--- src/rtl/scg_pkg.sv ---
// Constants, types and helper functions shared by the sleep-mode clock gating block.
// Assumes register offsets are byte offsets from the system control base address.
`default_nettype none

package scg_pkg;

  // System control base address; the register port carries only the offset from it.
  localparam logic [31:0] SYS_CTRL_BASE      = 32'h400FE000;

  // Register offsets on the register port.
  localparam logic [11:0] SLEEP_GATE_OFS     = 12'h110;
  localparam logic [11:0] INT_STATUS_OFS     = 12'h1F0;
  localparam logic [11:0] INT_ENABLE_OFS     = 12'h1F4;
  localparam logic [11:0] INT_CLEAR_OFS      = 12'h1F8;

  // Field positions inside a gating word.
  localparam int unsigned PWM_BIT            = 20;
  localparam int unsigned ADC_BIT            = 16;
  localparam int unsigned HIB_BIT            = 6;
  localparam int unsigned WDT_BIT            = 3;
  localparam int unsigned RATE_LSB           = 8;
  localparam int unsigned RATE_MSB           = 9;

  // Reset value and the mask of bits that software may change.
  localparam logic [31:0] SLEEP_GATE_RESET   = 32'h00000040;
  localparam logic [31:0] SLEEP_GATE_WMASK   = 32'h00110348;

  // Converter sample rate codes.
  localparam logic [1:0]  RATE_125K          = 2'h0;
  localparam logic [1:0]  RATE_250K          = 2'h1;
  localparam logic [1:0]  RATE_500K          = 2'h2;

  // Unit indexes, shared by the enable vector and the fault status bits.
  localparam int unsigned UNIT_COUNT         = 4;
  localparam logic [1:0]  UNIT_WDT           = 2'h0;
  localparam logic [1:0]  UNIT_HIB           = 2'h1;
  localparam logic [1:0]  UNIT_ADC           = 2'h2;
  localparam logic [1:0]  UNIT_PWM           = 2'h3;

  // Power state of the system as seen by the gating logic.
  typedef enum logic [1:0] {
    SCG_RUN,
    SCG_SLEEP,
    SCG_DEEP
  } scg_mode_t;

  // Limits a sample rate code to the highest code the part supports.
  function automatic logic [1:0] scg_rate_clamp(input logic [1:0] code,
                                                input logic [1:0] maxCode);
    scg_rate_clamp = (code > maxCode) ? maxCode : code;
  endfunction

  // Gathers the unit enable bits of a gating word into a vector indexed by unit.
  function automatic logic [UNIT_COUNT-1:0] scg_unit_enables(input logic [31:0] word);
    logic [UNIT_COUNT-1:0] en;
    en = '0;
    en[UNIT_WDT] = word[WDT_BIT];
    en[UNIT_HIB] = word[HIB_BIT];
    en[UNIT_ADC] = word[ADC_BIT];
    en[UNIT_PWM] = word[PWM_BIT];
    scg_unit_enables = en;
  endfunction

  // Enable vector that the reset value of the gating word implies.
  localparam logic [UNIT_COUNT-1:0] CLKEN_RESET = scg_unit_enables(SLEEP_GATE_RESET);

endpackage

`default_nettype wire

--- src/rtl/scg_gate_select.sv ---
// Chooses the gating word that applies in the current power state.
// Assumes the run and deep-sleep words arrive as steady levels from sibling registers.
`default_nettype none

module scg_gate_select (
  input  wire logic              autoGateSelect,
  input  wire scg_pkg::scg_mode_t mode,
  input  wire logic [31:0]       runWord,
  input  wire logic [31:0]       sleepWord,
  input  wire logic [31:0]       deepWord,
  output var  logic [31:0]       activeWord
);

  // Without automatic gating the run word stays in force in every power state.
  always_comb begin
    activeWord = runWord;
    if (autoGateSelect) begin
      case (mode)
        scg_pkg::SCG_SLEEP: activeWord = sleepWord;
        scg_pkg::SCG_DEEP:  activeWord = deepWord;
        default:            activeWord = runWord;
      endcase
    end
  end

endmodule

`default_nettype wire

--- src/rtl/scg_sleep_gate.sv ---
// Sleep-mode clock gating register 0 with its clock enables and bus fault check.
// Assumes a plain register port, synchronous inputs and one 20 MHz clock.
//
// Overview of operation
// - A set gating bit clocks its unit and a clear bit leaves it unclocked.
// - Any access to a unit whose clock enable is clear returns a bus fault.
// - The register resets to 0x00000040, with only the hibernation bit set.
// - Bit 20 is the read-write pulse-width modulator enable, reset zero.
// - Bit 16 is the read-write converter module 0 enable, reset zero.
// - Bit 6 is the read-write hibernation enable, reset one.
// - Bit 3 is the read-write watchdog enable, reset zero.
// - Bits 9:8 choose 125K, 250K or 500K converter samples per second, reset zero.
// - A written sample rate code never exceeds the highest rate of the part.
// - Reserved bits read zero and ignore writes.
// - This register applies only while the system sleeps.
// - The sleep register applies only when automatic gating is selected.
// - The register answers at offset 0x110 from the system control base.
//
// Our own choice: the plain strobed port.
`default_nettype none

module scg_sleep_gate #(
  parameter int unsigned ADDR_W        = 12,
  parameter logic [1:0]  MAX_RATE_CODE = scg_pkg::RATE_500K
) (
  input  wire logic              clock,
  input  wire logic              rst_n,
  input  wire logic [ADDR_W-1:0] regAddr,
  input  wire logic [31:0]       regWrData,
  input  wire logic              regWr,
  input  wire logic              regRd,
  output logic      [31:0]       regRdData,
  input  wire logic              autoGateSelect,
  input  wire logic              sleepActive,
  input  wire logic              deepSleepActive,
  input  wire logic [31:0]       runGateWord,
  input  wire logic [31:0]       deepGateWord,
  input  wire logic              periphReq,
  input  wire logic [1:0]        periphUnit,
  output logic                   busFault,
  output logic                   pwmClkEn,
  output logic                   adcClkEn,
  output logic                   hibClkEn,
  output logic                   wdtClkEn,
  output logic      [1:0]        sampleRate,
  output logic                   irq
);

  localparam int unsigned UN = scg_pkg::UNIT_COUNT;

  // All state of the block in one record.
  typedef struct packed {
    logic [31:0]        gate;
    logic [31:0]        rdData;
    scg_pkg::scg_mode_t mode;
    logic [UN-1:0]      clkEn;
    logic [1:0]         rate;
    logic [UN-1:0]      status;
    logic [UN-1:0]      enable;
    logic               fault;
    logic               irq;
  } scg_state_t;

  scg_state_t  state_ff;
  scg_state_t  nxt_state;
  logic [31:0] activeWord;
  logic [31:0] wrWord;
  logic [31:0] activeWordSafe;

  // Address decode of the register port.
  logic hitGate;
  logic hitStatus;
  logic hitEnable;
  logic hitClear;

  // Offsets are compared at the port width so a narrow port still decodes cleanly.
  always_comb begin
    hitGate   = 1'b0;
    hitStatus = 1'b0;
    hitEnable = 1'b0;
    hitClear  = 1'b0;
    if (regAddr == ADDR_W'(scg_pkg::SLEEP_GATE_OFS)) begin
      hitGate = 1'b1;
    end else if (regAddr == ADDR_W'(scg_pkg::INT_STATUS_OFS)) begin
      hitStatus = 1'b1;
    end else if (regAddr == ADDR_W'(scg_pkg::INT_ENABLE_OFS)) begin
      hitEnable = 1'b1;
    end else if (regAddr == ADDR_W'(scg_pkg::INT_CLEAR_OFS)) begin
      hitClear = 1'b1;
    end
  end

  // Write value for the gating word: only writable bits change, reserved bits stay zero.
  always_comb begin
    wrWord = regWrData & scg_pkg::SLEEP_GATE_WMASK;
    wrWord[scg_pkg::RATE_MSB:scg_pkg::RATE_LSB] =
      scg_pkg::scg_rate_clamp(regWrData[scg_pkg::RATE_MSB:scg_pkg::RATE_LSB],
                              MAX_RATE_CODE);
  end

  // Picks the word in force for the present power state.
  scg_gate_select u_select (
    .autoGateSelect (autoGateSelect),
    .mode           (state_ff.mode),
    .runWord        (runGateWord),
    .sleepWord      (state_ff.gate),
    .deepWord       (deepGateWord),
    .activeWord     (activeWord)
  );

  // The sibling words may carry higher rate codes, so the clamp is applied again here.
  always_comb begin
    activeWordSafe = activeWord;
    activeWordSafe[scg_pkg::RATE_MSB:scg_pkg::RATE_LSB] =
      scg_pkg::scg_rate_clamp(activeWord[scg_pkg::RATE_MSB:scg_pkg::RATE_LSB],
                              MAX_RATE_CODE);
  end

  // Next-state logic for the whole block.
  always_comb begin
    logic [UN-1:0] setBits;
    logic [UN-1:0] clrBits;
    setBits   = '0;
    clrBits   = '0;
    nxt_state = state_ff;

    // Power state follows the system; deep sleep wins when both are reported.
    case (state_ff.mode)
      scg_pkg::SCG_RUN: begin
        if (deepSleepActive) begin
          nxt_state.mode = scg_pkg::SCG_DEEP;
        end else if (sleepActive) begin
          nxt_state.mode = scg_pkg::SCG_SLEEP;
        end
      end
      scg_pkg::SCG_SLEEP: begin
        if (deepSleepActive) begin
          nxt_state.mode = scg_pkg::SCG_DEEP;
        end else if (!sleepActive) begin
          nxt_state.mode = scg_pkg::SCG_RUN;
        end
      end
      scg_pkg::SCG_DEEP: begin
        if (!deepSleepActive) begin
          nxt_state.mode = sleepActive ? scg_pkg::SCG_SLEEP : scg_pkg::SCG_RUN;
        end
      end
      default: begin
        nxt_state.mode = scg_pkg::SCG_RUN;
      end
    endcase

    // Register writes; the status register is read-only and ignores writes.
    if (regWr) begin
      if (hitGate) begin
        nxt_state.gate = wrWord;
      end else if (hitEnable) begin
        nxt_state.enable = regWrData[UN-1:0];
      end else if (hitClear) begin
        clrBits = regWrData[UN-1:0];
      end
    end

    // Clock enables and rate follow the word in force.
    nxt_state.clkEn = scg_pkg::scg_unit_enables(activeWordSafe);
    nxt_state.rate  = activeWordSafe[scg_pkg::RATE_MSB:scg_pkg::RATE_LSB];

    // An access to an unclocked unit is refused with a one-cycle fault.
    nxt_state.fault = 1'b0;
    if (periphReq && !state_ff.clkEn[periphUnit]) begin
      nxt_state.fault        = 1'b1;
      setBits[periphUnit]    = 1'b1;
    end

    // A fault in the same cycle as its clear keeps the bit set.
    nxt_state.status = (state_ff.status & ~clrBits) | setBits;
    nxt_state.irq    = |(nxt_state.status & nxt_state.enable);

    // Read data stands in the cycle after the read strobe only.
    nxt_state.rdData = '0;
    if (regRd) begin
      if (hitGate) begin
        nxt_state.rdData = state_ff.gate;
      end else if (hitStatus) begin
        nxt_state.rdData = {{(32-UN){1'b0}}, state_ff.status};
      end else if (hitEnable) begin
        nxt_state.rdData = {{(32-UN){1'b0}}, state_ff.enable};
      end
    end
  end

  // State register; the reset record holds constants only.
  always_ff @(posedge clock or negedge rst_n) begin
    if (!rst_n) begin
      state_ff.gate   <= scg_pkg::SLEEP_GATE_RESET;
      state_ff.rdData <= '0;
      state_ff.mode   <= scg_pkg::SCG_RUN;
      state_ff.clkEn  <= scg_pkg::CLKEN_RESET;
      state_ff.rate   <= scg_pkg::RATE_125K;
      state_ff.status <= '0;
      state_ff.enable <= '0;
      state_ff.fault  <= 1'b0;
      state_ff.irq    <= 1'b0;
    end else begin
      state_ff <= nxt_state;
    end
  end

  // Outputs come straight from the state register.
  assign regRdData  = state_ff.rdData;
  assign busFault   = state_ff.fault;
  assign pwmClkEn   = state_ff.clkEn[scg_pkg::UNIT_PWM];
  assign adcClkEn   = state_ff.clkEn[scg_pkg::UNIT_ADC];
  assign hibClkEn   = state_ff.clkEn[scg_pkg::UNIT_HIB];
  assign wdtClkEn   = state_ff.clkEn[scg_pkg::UNIT_WDT];
  assign sampleRate = state_ff.rate;
  assign irq        = state_ff.irq;

endmodule

`default_nettype wire

--- config.mk ---
export PLATFORM = sky130hd
export DESIGN_NAME = scg_sleep_gate
export DESIGN_NICKNAME = d
export VERILOG_FILES = /design/src/rtl/scg_pkg.sv /design/src/rtl/scg_gate_select.sv /design/src/rtl/scg_sleep_gate.sv
export SDC_FILE = /design/constraint.sdc
export NUM_CORES = 1
export LEC_CHECK = 0
export BUFFER_PORTS_ARGS = -buffer_cell sky130_fd_sc_hd__buf_2
export CORE_ASPECT_RATIO = 2
export CORE_MARGIN = 2
export CORE_UTILIZATION = 30
export DETAILED_ROUTE_END_ITERATION = 8
export PLACE_DENSITY_LB_ADDON = 0.12
export SETUP_SLACK_MARGIN = 0.3
export SLEW_MARGIN = 5
export SYNTH_ARGS = -nofsm -noshare
export SYNTH_HDL_FRONTEND = slang
export SYNTH_SLANG_ARGS = --single-unit
--- constraint.sdc ---
create_clock -name clock -period 2.7 [get_ports clock]
set_input_delay 0.135 -clock clock [delete_from_list [all_inputs] [get_ports clock]]
set_output_delay 0.135 -clock clock [all_outputs]
set_load 0.03 [all_outputs]
# Word-level counts from Yosys, hierarchy flattened
# Cells that the tools add are included.
dict set report totals {
  inputBits 118
  ff_bits 56
  output_inout_bits 40
}
dict set report classes {
  order_cmp 4
  n_bitwise 4
  n_eq_ne 9
  n_reduce_logical 7
  n_mux 38
}
# op n
set op_table {}
lappend op_table {{$mux 21} 3}
lappend op_table {{$eq 12x9->1 const B} 4}
lappend op_table {{$pmux 21 s2} 1}
lappend op_table {{$mux 4} 10}
lappend op_table {{$mux 1} 14}
lappend op_table {{$mux 2} 7}
lappend op_table {{$and 4x4->4} 2}
lappend op_table {{$ne 3x3->1 const B} 2}
lappend op_table {{$pmux 2 s3} 1}
lappend op_table {{$gt 2x2->1 const B} 2}
lappend op_table {{$not 4->4} 1}
lappend op_table {{$or 4x4->4} 1}
lappend op_table {{$reduce_or 4->1} 1}
lappend op_table {{$lt 2x3->1 const B} 1}
lappend op_table {{$reduce_and 3->1} 1}
lappend op_table {{$bmux 1 s2} 1}
lappend op_table {{$demux 1 s2} 1}
lappend op_table {{$eq 2x1->1 const B} 1}
lappend op_table {{$eq 2x2->1 const B} 1}
lappend op_table {{$ge 2x1->1 const B} 1}
lappend op_table {{$logic_and 1x1->1} 2}
lappend op_table {{$logic_not 2->1} 1}
lappend op_table {{$ne 2x2->1 const B} 1}
lappend op_table {{$reduce_and 2->1} 1}
lappend op_table {{$logic_not 1->1} 1}

# Longest topological paths before layout
# Gate-level depths: netlist (run 1).
dict set report logic_depth {
  ltp_word 14
  ltp_mapped 8
}

# Modules after synthesis
# From an unflattened synthesis (run 1), not the netlist that was laid out.
dict set report hier_totals {
  cells_unflattened 215
  area_unflattened_um2 2524.9
}
# module cells_each n_inst seq_area_each_um2 area_each_um2
set by_module_without_submodules {}
lappend by_module_without_submodules {scg_sleep_gate 136 1 828.3 1602.8}
lappend by_module_without_submodules {scg_gate_select 79 1 0.0 922.1}

# Worst setup path before layout (run 1)
# Ideal clock, no wire load.
dict set report synth_path {
  kind {input -> register}
  startpoint {input port regAddr[1]}
  endpoint {register state_ff[53] (netlist name)}
  arrival_time_ns 1.446
  setup_slack_ns 1.129
  cell_stages 6
  t_required_ns 2.575
  path_cell_list {or4_4 -> nor4_2 -> and3_1 -> buf_6 -> nand2_8 -> mux2_4}
}
dict set report synth_via {
  elab_chain_len 3
}
# element line_no
set synth_rtl {}
lappend synth_rtl {{start, declared} scg_sleep_gate.sv:28} ;# input wire logic [ADDR_W-1:0] regAddr,
lappend synth_rtl {{$eq 12x9->1} scg_sleep_gate.sv:82} ;# if (regAddr == ADDR_W'(scg_pkg::SLEEP_GATE_OFS)) begin
lappend synth_rtl {{$mux 1} scg_sleep_gate.sv:82}
lappend synth_rtl {{$reduce_and 2->1 (no source line)} -}
lappend synth_rtl {{end signal, assigned} scg_sleep_gate.sv:205} ;# state_ff <= nxt_state;
lappend synth_rtl {{end, declared} scg_sleep_gate.sv:64} ;# scg_state_t state_ff;
# No other way between the ends.
# A chain may end at the register's enable or synchronous reset.

# Worst setup path in the final report (run 1)
dict set report layout_path {
  startpoint {input port regAddr[1]}
  endpoint {register state_ff[58] (netlist name)}
}
# Same word-level chain as after synthesis.

==> results of run 1 <==
## critical path, delay by kind of cell
kind	cells	cell delay, ps
buffers and inverters	1	120
AND/OR/NAND/NOR	4	1220
multiplexers	1	310
## sequential cells by signal (all words and copies together) (netlist names)
register	count
adcClkEn	1
busFault	1
hibClkEn	1
irq	1
pwmClkEn	1
regRdData	9
sampleRate	2
state_ff	16
wdtClkEn	1
## layer usage
layer,vias up,global-route usage [%],routed length (um)
met5,-,0,0
met4,0,6.818,68
met3,7,2.825,249
met2,60,21.54,2119
met1,590,14.03,1566
li1,643,-,-
## report_power, final
part	switching, W	internal (W)	total (W)
Clock	0.000195	0.000338	0.000533
Sequential	0.0000390	0.000564	0.000603
Combinational	0.000315	0.000144	0.000459
Total	0.000549	0.00105	0.00159
## cell usage in the layout (no fill, tap or decap), types with 4 or more instances in the layout
cell / n
buf_2: 59
nand2b_1: 4
clkbuf_16: 5
and3_1: 7
nor2_1: 13
dfrtp_1: 31
a21oi_1: 6
inv_1: 7
nand2_1: 5
mux2_4: 7
ha_1: 4
o21ai_0: 7
a22oi_1: 10
conb_1: 23
## logic make-up (layout without fill, tap and decap cells)
logic type	count (synthesis)	after routing	share of synthesized area, %
buffers and inverters	45	75	16.62
AO/OA/AOI/OAI	35	35	12.93
other	1	23	0.2050
flip-flops	33	33	45.28
adder cells (fa/ha/maj)	4	4	2.736
multiplexers	9	9	6.908
AND/OR/NAND/NOR	43	43	15.32
## layout make-up
cell class,instances,area [um2]
tap,63,78.83
sequential,33,828.3
multi-input combinational,114,779.5
inverter,7,26.28
clock buffer,6,128.9
clock inverter,2,10.01
fill,620,3799
timing repair buffer,60,305.3
## per-stage QoR
step	worst slack (ps)	util, %	power [W]	instances	hold slack (ps)
final	1073	36.22	0.001595	285	92.73
after CTS	1047	36.22	0.001627	285	86.98
after floorplan	1129	-	0.0009686	192	-160.6
after detailed placement	762.5	33.72	0.001079	276	247.5
after global routing	940.4	36.22	0.001693	285	97.56
after global placement	766.0	33.72	0.001082	276	238.8
## worst max path at each step
stage	startpoint	to	slack, ps	cells after the start
floorplan	regAddr[1]	state_ff[53]	1130	6
global placement	regAddr[1]	state_ff[66]	770	6
detailed placement	regAddr[1]	state_ff[58]	760	6
CTS	regAddr[1]	state_ff[58]	1050	6
global route	regAddr[1]	state_ff[66]	940	6
finish	regAddr[1]	state_ff[58]	1070	6
==> metrics, run 1 <==
status completed; worst reg2reg startpoint state_ff[16]; post-route cell area about 2200 um2; Root Buffer clkbuf_16; Highest Clock Rate 614.6 MHz; max-slew violation total from the final report 0; DRT Pass-1 Iters 4; area of the mapped netlist 1829 um2; drt total wl 4.003 mm; synthesized netlist cell count 170; nets@finish 343; hold crit path type in -> reg; Die X 59.22 um; RSZ-0062 raised after global routing false; delay of the slowest critical-path stage 540 ps; Post-synth EDFFs 0; cts hold-fix bufs 1; Worst Hold Path EP state_ff[66]; hold path depth 2; Num CTS Buffers 5; top_reg_cell synth dfrtp_1; max cap viols 0; #FFs+latches synth 33; Placer Congestion 0.7737; vias per std cell 4.561; initial antenna violation count 0; Layout area overhead 17.92%; worst path arrival time ~1800 ps; drt drc 0; GRT Total Usage between 10% and 20%; Worst Reg2Reg Path Length in Cells 6; vias in the first global route roughly 1300; pwr/cell area 739.4 nW/um2; Die Height around 110 um; CTS clk-pin slew, worst paths 50 ps; largest net degree at the start of global routing 34; Crit-path slowest cell or4_4; peak supply drop 0.2914 mV; gr ovfl total 0; Cell Chain, Critical Path buf_2 -> or4_4 -> nor4_2 -> and3_1 -> nand2_8 -> mux2_4; share of the synthesized area in the top cell type 42.41%; Synth top cells by count buf_4, dfrtp_1, nor2_1; antenna viol nets, final 0; asr flop ratio synth 100.0%; Crit Path Max Fanout 8; PostCTS Resize Cnt 0; Core ar. 5956 um2; Ports 158; Clock Tree Buf Depth 2; Seq/Total Area, Yosys between 40% and 50%; Post-DP Area 2008 um2; DR WL/cell ~14 um; critical path capture point type register; R2R setup slack 1160 ps; first-pass GRT wire length 6.203 mm; cell taking the most area after synthesis dfrtp_1; WS Path Type in -> reg; most frequent cell after synthesis buf_4; Initial Utilization ~31%; Final Hold Fails 0; setup TNS 0 ps; normalized max-slew margin 51.19%; Final period util around 60%; leakage power 1.154 nW; R2R Path End sampleRate[0]; FP Rows 40; Via Count 1300; Setup Viol. Count Final 0; hold wc startpoint regWrData[16]; clock latency on the worst-skew pair 270 ps; minimum clock period 1627 ps; clock sinks 33; crit start category input port; CP required 2860 ps; Post-CTS Setup Inserts 0; Worst-Margin Slew approximately 730 ps; DPL Wire Length between 3 and 4 mm; H-tree lvl count 2; Worst Skew 1.857 ps; Initial DRC Count 51; antenna diode count 0; die footprint 6776 um2; CTS tree built; number of buffers added on ports 59; fraction of layout cells with a size suffix above 1 36.94%; synth unique cells 39; Synth warnings 0; largest cells by area after synthesis dfrtp_1, buf_4, mux2_4; syn avg cell area 10.76 um2
Power figures use the tool's default switching activity.
==> run 2, diff against run 1 <==
==> constraint.sdc (replaced) <==
create_clock -name clock -period 1.3 [get_ports clock]
set_input_delay 0.065 -clock clock [delete_from_list [all_inputs] [get_ports clock]]
set_output_delay 0.065 -clock clock [all_outputs]
set_load 0.03 [all_outputs]
==> metrics, run 2 (same netlist as run 1, synthesis figures left out) <==
H-tree lvl count 2 (unchanged); critical path capture point type register (unchanged); FP Rows 40 (unchanged); largest net degree at the start of global routing 34 (unchanged); crit path from hibClkEn (was regAddr[1]); crit path to irq (was state_ff[58]); vias in the first global route 1428 (was 1339); nets@finish 370 (was 343); Final period util 112.5%; Setup Viol. Count Final 10 (was 0); vias per std cell 4.596 (was 4.561); DPL Wire Length 3.312 mm (was 3.217 mm); Reg with most FFs state_ff (unchanged); status complete, but fails checks (was completed); Layout area overhead 45.01% (was 17.92%); fraction of layout cells with a size suffix above 1 57.03% (was 36.94%); Num CTS Buffers 5 (unchanged); Cell Chain, Critical Path nand2b_4 -> o22ai_2 -> a21o_1 -> a22o_1 -> a221o_1 (was buf_2 -> or4_4 -> nor4_2 -> and3_1 -> nand2_8 -> mux2_4); CTS clk-pin slew, worst paths 50 ps (about the same); cell depth of the worst setup path 5 (was 6); Most Crowded Layer GR met2 (unchanged); worst reg2reg startpoint hibClkEn (was state_ff[16]); most frequent cells in the layout buf_2, dfrtp_1, conb_1, buf_4, buf_6 (was buf_2, dfrtp_1, conb_1, nor2_1, a22oi_1); CTS tree built (unchanged); hold crit path type in -> reg (unchanged); worst setup margin -162.8 ps (was 1073 ps); Die X 59.22 um (unchanged); most common cell after layout, fill and taps aside buf_2 (unchanged); R2R setup slack -160 ps (was 1160 ps); M1 GR Usage 13.52% (was 14.03%); Initial Utilization 30.71% (unchanged); antenna viol nets, final 0 (unchanged); Top delay family on crit path compound AO/OA/AOI/OAI gates (was simple AND/OR/NAND/NOR gates); max cap viols 0 (unchanged); delay of the slowest critical-path stage 530 ps (was 540 ps); gr ovfl total 0 (unchanged); drt drc 0 (unchanged); drt total wl 4.125 mm (was 4.003 mm); Ports 158 (unchanged); leakage power 1.320 nW (was 1.154 nW); RSZ-0062 raised after global routing true (was false); Worst Skew 3.006 ps (was 1.857 ps); Root Buffer clkbuf_16 (unchanged); WS Path Type reg -> reg (was in -> reg); final non-filler cell total 312 (was 285); CP bufs+invs 0 (was 1); minimum clock period 1463 ps; antenna diode count 0 (unchanged); Placer Congestion 0.7087 (was 0.7737); placed cells 294 (was 276); pwr/cell area 1615 nW/um2 (was 739.4 nW/um2); pre-CTS WS -410.7 ps (was 762.5 ps); Initial DRC Count 21 (was 51); clock sinks 33 (unchanged); Core ar. 5956 um2 (unchanged); met2 Usage GRT 23.00% (was 21.54%); worst path arrival time 1620 ps (was 1780 ps); Highest Clock Rate 683.6 MHz; DRT Pass-1 Iters 4 (unchanged); die footprint 6776 um2 (unchanged); Final Hold Fails 0 (unchanged); Clock Tree Buf Depth 2 (unchanged); Die Height 114.4 um (unchanged); Crit Path Max Fanout 2 (was 8); failing checks negative setup slack; met3 GRT Util 2.373% (was 2.825%); final design utilization 44.54% (was 36.22%); Crit-path slowest cell dfstp_2 (was or4_4); max FFs per register 16 (unchanged); Worst Reg2Reg Path Length in Cells 5 (was 6); R2R Path End irq (was sampleRate[0]); crit start category register (was input port); number of buffers added on ports 59 (unchanged); CP required 1450 ps (was 2860 ps); GRT Total Usage 12.81% (was 12.65%); peak supply drop 0.9530 mV (was 0.2914 mV); max-slew violation total from the final report 0 (unchanged); initial antenna violation count 0 (unchanged); DR WL/cell 13.22 um (was 14.05 um); Via Count 1434 (was 1300); first-pass GRT wire length 6.486 mm (was 6.203 mm); clock latency on the worst-skew pair 270 ps (about the same)
## run 2: power breakdown
| part | switching, W | internal [W] |
|---|---|---|
| Combinational | 0.000888 | 0.000890 |
| Clock | 0.000400 | 0.000809 |
| Sequential | 0.000119 | 0.00118 |
| Total | 0.00141 | 0.00288 |
## run 2: how the worst min path moves through the flow
| stage | cells past startpoint | end | slack (ps) | from |
|---|---|---|---|---|
| after floorplan | 0 | adcClkEn | -230 | rst_n |
| after global placement | 2 | regRdData[8] | 120 | rst_n |
| after detailed placement | 2 | regRdData[9] | 120 | rst_n |
| after CTS | 2 | state_ff[56] | 20 | regWrData[6] |
| after global routing | 2 | state_ff[56] | 20 | regWrData[6] |
| final | 2 | state_ff[56] | 30 | regWrData[6] |
## run 2: cell type report
| class | count | area [um2] |
|---|---|---|
| Clock inverter | 1 | 5.005 |
| Fill cell | 579 | 3303 |
| Tap cell | 63 | 78.83 |
| Sequential cell | 33 | 830.8 |
| Timing Repair Buffer | 87 | 591.8 |
| Multi-Input combinational cell | 114 | 962.2 |
| Clock buffer | 7 | 152.6 |
| Inverter | 7 | 31.28 |
## run 2: metal layers
layer  part of all wire (%)  routed length [um]
met1                     36                1486
met2                     56                2297
met4                    2.5                 102
met3                    5.8                 238
met5                      0                   0
## run 2: timing repair
action | 4_1_cts | 5_1_grt
pin swaps | 1 | 5
setup buffers | 6 | 3
gates resized for setup | 35 | 11
hold buffers | 1 | 0
endpoints found under the hold margin | 31 | 0
setup endpoints to repair | 28 | 32
## run 2: through the flow
| step | instance area (um2) | power, W | hold slack (ps) | setup TNS, ps |
|---|---|---|---|---|
| 2_1_floorplan | 1979 | 0.002168 | -230.6 | -1427 |
| 3_3_place_gp | 2206 | 0.002592 | 117.2 | -5547 |
| 3_5_place_dp | 2206 | 0.002586 | 119.4 | -5849 |
| 4_1_cts | 2596 | 0.004233 | 22.02 | -674.8 |
| 5_1_grt | 2653 | 0.004515 | 20.75 | -979.4 |
| 6_report | 2653 | 0.004284 | 25.47 | -368.7 |
==> run 3, diff against run 2 <==
==> constraint.sdc (replaced) <==
create_clock -name clock -period 1.6 [get_ports clock]
set_input_delay 0.08 -clock clock [delete_from_list [all_inputs] [get_ports clock]]
set_output_delay 0.08 -clock clock [all_outputs]
set_load 0.03 [all_outputs]
==> metrics, run 3 (same netlist as run 1, synthesis figures left out) <==
Root Buffer clkbuf_16 (unchanged); peak supply drop 0.7666 mV (was 0.9530 mV); clock sinks 33 (unchanged); CP required 1760 ps (was 1450 ps); final non-filler cell total 297 (was 312); number of buffers added on ports 59 (unchanged); Final Hold Fails 0 (unchanged); clock latency on the worst-skew pair 270 ps (about the same); Crit Path Max Fanout 2 (unchanged); FILL cells 595 (was 579); setup TNS 0 ps (was -368.7 ps); placed cells 282 (was 294); Die X 59.22 um (unchanged); vias in the first global route 1361 (was 1428); status completed (was complete, but fails checks); Setup Viol. Count Final 0 (was 10); Cell Chain, Critical Path nand2b_4 -> o22ai_2 -> a21o_1 -> a22o_1 -> a221o_1 (unchanged); Final Power 0.003066 W (was 0.004284 W); Die Height 114.4 um (unchanged); Met3 Wirelength 235 um (was 238 um); antenna diode count 0 (unchanged); hold crit path type in -> reg (unchanged); DR WL met2 2.439 mm (was 2.297 mm); crit start category register (unchanged); DRT Pass-1 Iters 5 (was 4); leakage power 1.239 nW (was 1.320 nW); drt total wl 4.216 mm (was 4.125 mm); vias per std cell 4.707 (was 4.596); initial antenna violation count 0 (unchanged); most frequent cells in the layout buf_2, dfrtp_1, conb_1, a22oi_1, buf_4 (was buf_2, dfrtp_1, conb_1, buf_4, buf_6); minimum clock period 1447 ps (was 1463 ps); CTS tree built (unchanged); DPL Wire Length 3.321 mm (was 3.312 mm); GRT Total Usage 12.86% (was 12.81%); RSZ-0062 raised after global routing true (unchanged); antenna viol nets, final 0 (unchanged); die footprint 6776 um2 (unchanged); Via Count 1398 (was 1434); gr ovfl total 0 (unchanged); fraction of layout cells with a size suffix above 1 50.00% (was 57.03%); FP Rows 40 (unchanged); max FFs per register 16 (unchanged); WS Path Type reg -> reg (unchanged); H-tree lvl count 2 (unchanged); Layout area overhead 32.15% (was 45.01%); Worst Skew 3.392 ps (was 3.006 ps); DR WL/cell 14.20 um (was 13.22 um); max cap viols 0 (unchanged); nets@finish 355 (was 370); final design utilization 40.59% (was 44.54%); Crit-path slowest cell dfstp_2 (unchanged); Highest Clock Rate 691.2 MHz (was 683.6 MHz); Num CTS Buffers 5 (unchanged); Clock Tree Buf Depth 2 (unchanged); Initial DRC Count 21 (unchanged); Initial Utilization 30.71% (unchanged); drt drc 0 (unchanged); max-slew violation total from the final report 0 (unchanged); Max Used Layer met4 (unchanged); most common cell after layout, fill and taps aside buf_2 (unchanged); Final period util 90.43% (was 112.5%); worst path arrival time 1610 ps (was 1620 ps); CTS clk-pin slew, worst paths 60 ps (was 50 ps); Ports 158 (unchanged); Placer Congestion 0.7481 (was 0.7087); largest net degree at the start of global routing 34 (unchanged); critical path capture point type register (unchanged); Reg with most FFs state_ff (unchanged); normalized max-slew margin around half; first-pass GRT wire length 6.430 mm (was 6.486 mm); Core ar. 5956 um2 (unchanged); met1 wire length 1.462 mm (was 1.486 mm); delay of the slowest critical-path stage 530 ps (about the same); Worst-Margin Slew 742.9 ps; pwr/cell area 1269 nW/um2 (was 1615 nW/um2)
-- run 3: changes by cell type in the layout (fill, tap and decap cells not counted), sizes merged --
cell      previous run  this run
clkinv               1         2
clkinvlp             0         1
buf                 86        71
clkbuf               7         5
-- run 3: what timing repair did --
action	CTS	global route
resized for setup	14	20
setup endpoints to repair	23	18
hold endpoints to repair	31	0
buffers inserted	2	4
hold buffers	1	0
pin swaps	2	4
-- run 3: per-stage QoR --
stage | hold WS [ps] | cell area [um2] | worst slack, ps
floorplan | -215.6 | 1943 | 80.91
global placement | 186.7 | 2063 | -102.2
detailed placement | 189.4 | 2063 | -121.4
CTS | 38.81 | 2287 | 153.7
global route | 44.42 | 2417 | 91.06
finish | 41.16 | 2417 | 153.2
-- run 3: per-layer routing --
layer	vias to the layer above	global-route usage [%]
li1	667	-
met1	670	13.27
met2	55	23.59
met3	6	2.599
met4	0	5.909
met5	-	0
-- run 3: final timing paths --
check                              from           end  slack (ps)  cells after the start
max in group asynchronous         rst_n      busFault         710                      2
hold / removal             regWrData[6]  state_ff[56]          40                      2
min in group asynchronous         rst_n  regRdData[8]         420                      2
setup / recovery               hibClkEn           irq         150                      5
setup reg to reg               hibClkEn           irq         150                      5
hold reg to reg             state_ff[8]  regRdData[2]         530                      2
-- run 3: final cells by class --
type	count	area, um2	area share, %
Clock buffer	5	125.1	5.176
Clock inverter	3	17.52	0.7246
Inverter	7	26.28	1.087
Multi-Input combinational cell	114	900.9	37.27
Sequential cell	33	828.3	34.26
Tap cell	63	78.83	3.261
Timing Repair Buffer	72	440.4	18.22
-- run 3: worst max-delay path: cells and delay by family, from the launching register on --
| kind | cells | cell delay (ps) |
|---|---|---|
| DFF | 1 | 530 |
| and+or+nand+nor | 1 | 120 |
| AOI/OAI and AO/OA | 4 | 690 |
-- run 3: power by group --
part	internal, W	switching, W	leakage, nW	total [W]
Clock	0.000569	0.000346	0.0696	0.000915
Sequential	0.000951	0.0000680	0.420	0.00102
Combinational	0.000475	0.000658	0.750	0.00113
Total	0.00200	0.00107	1.24	0.00307
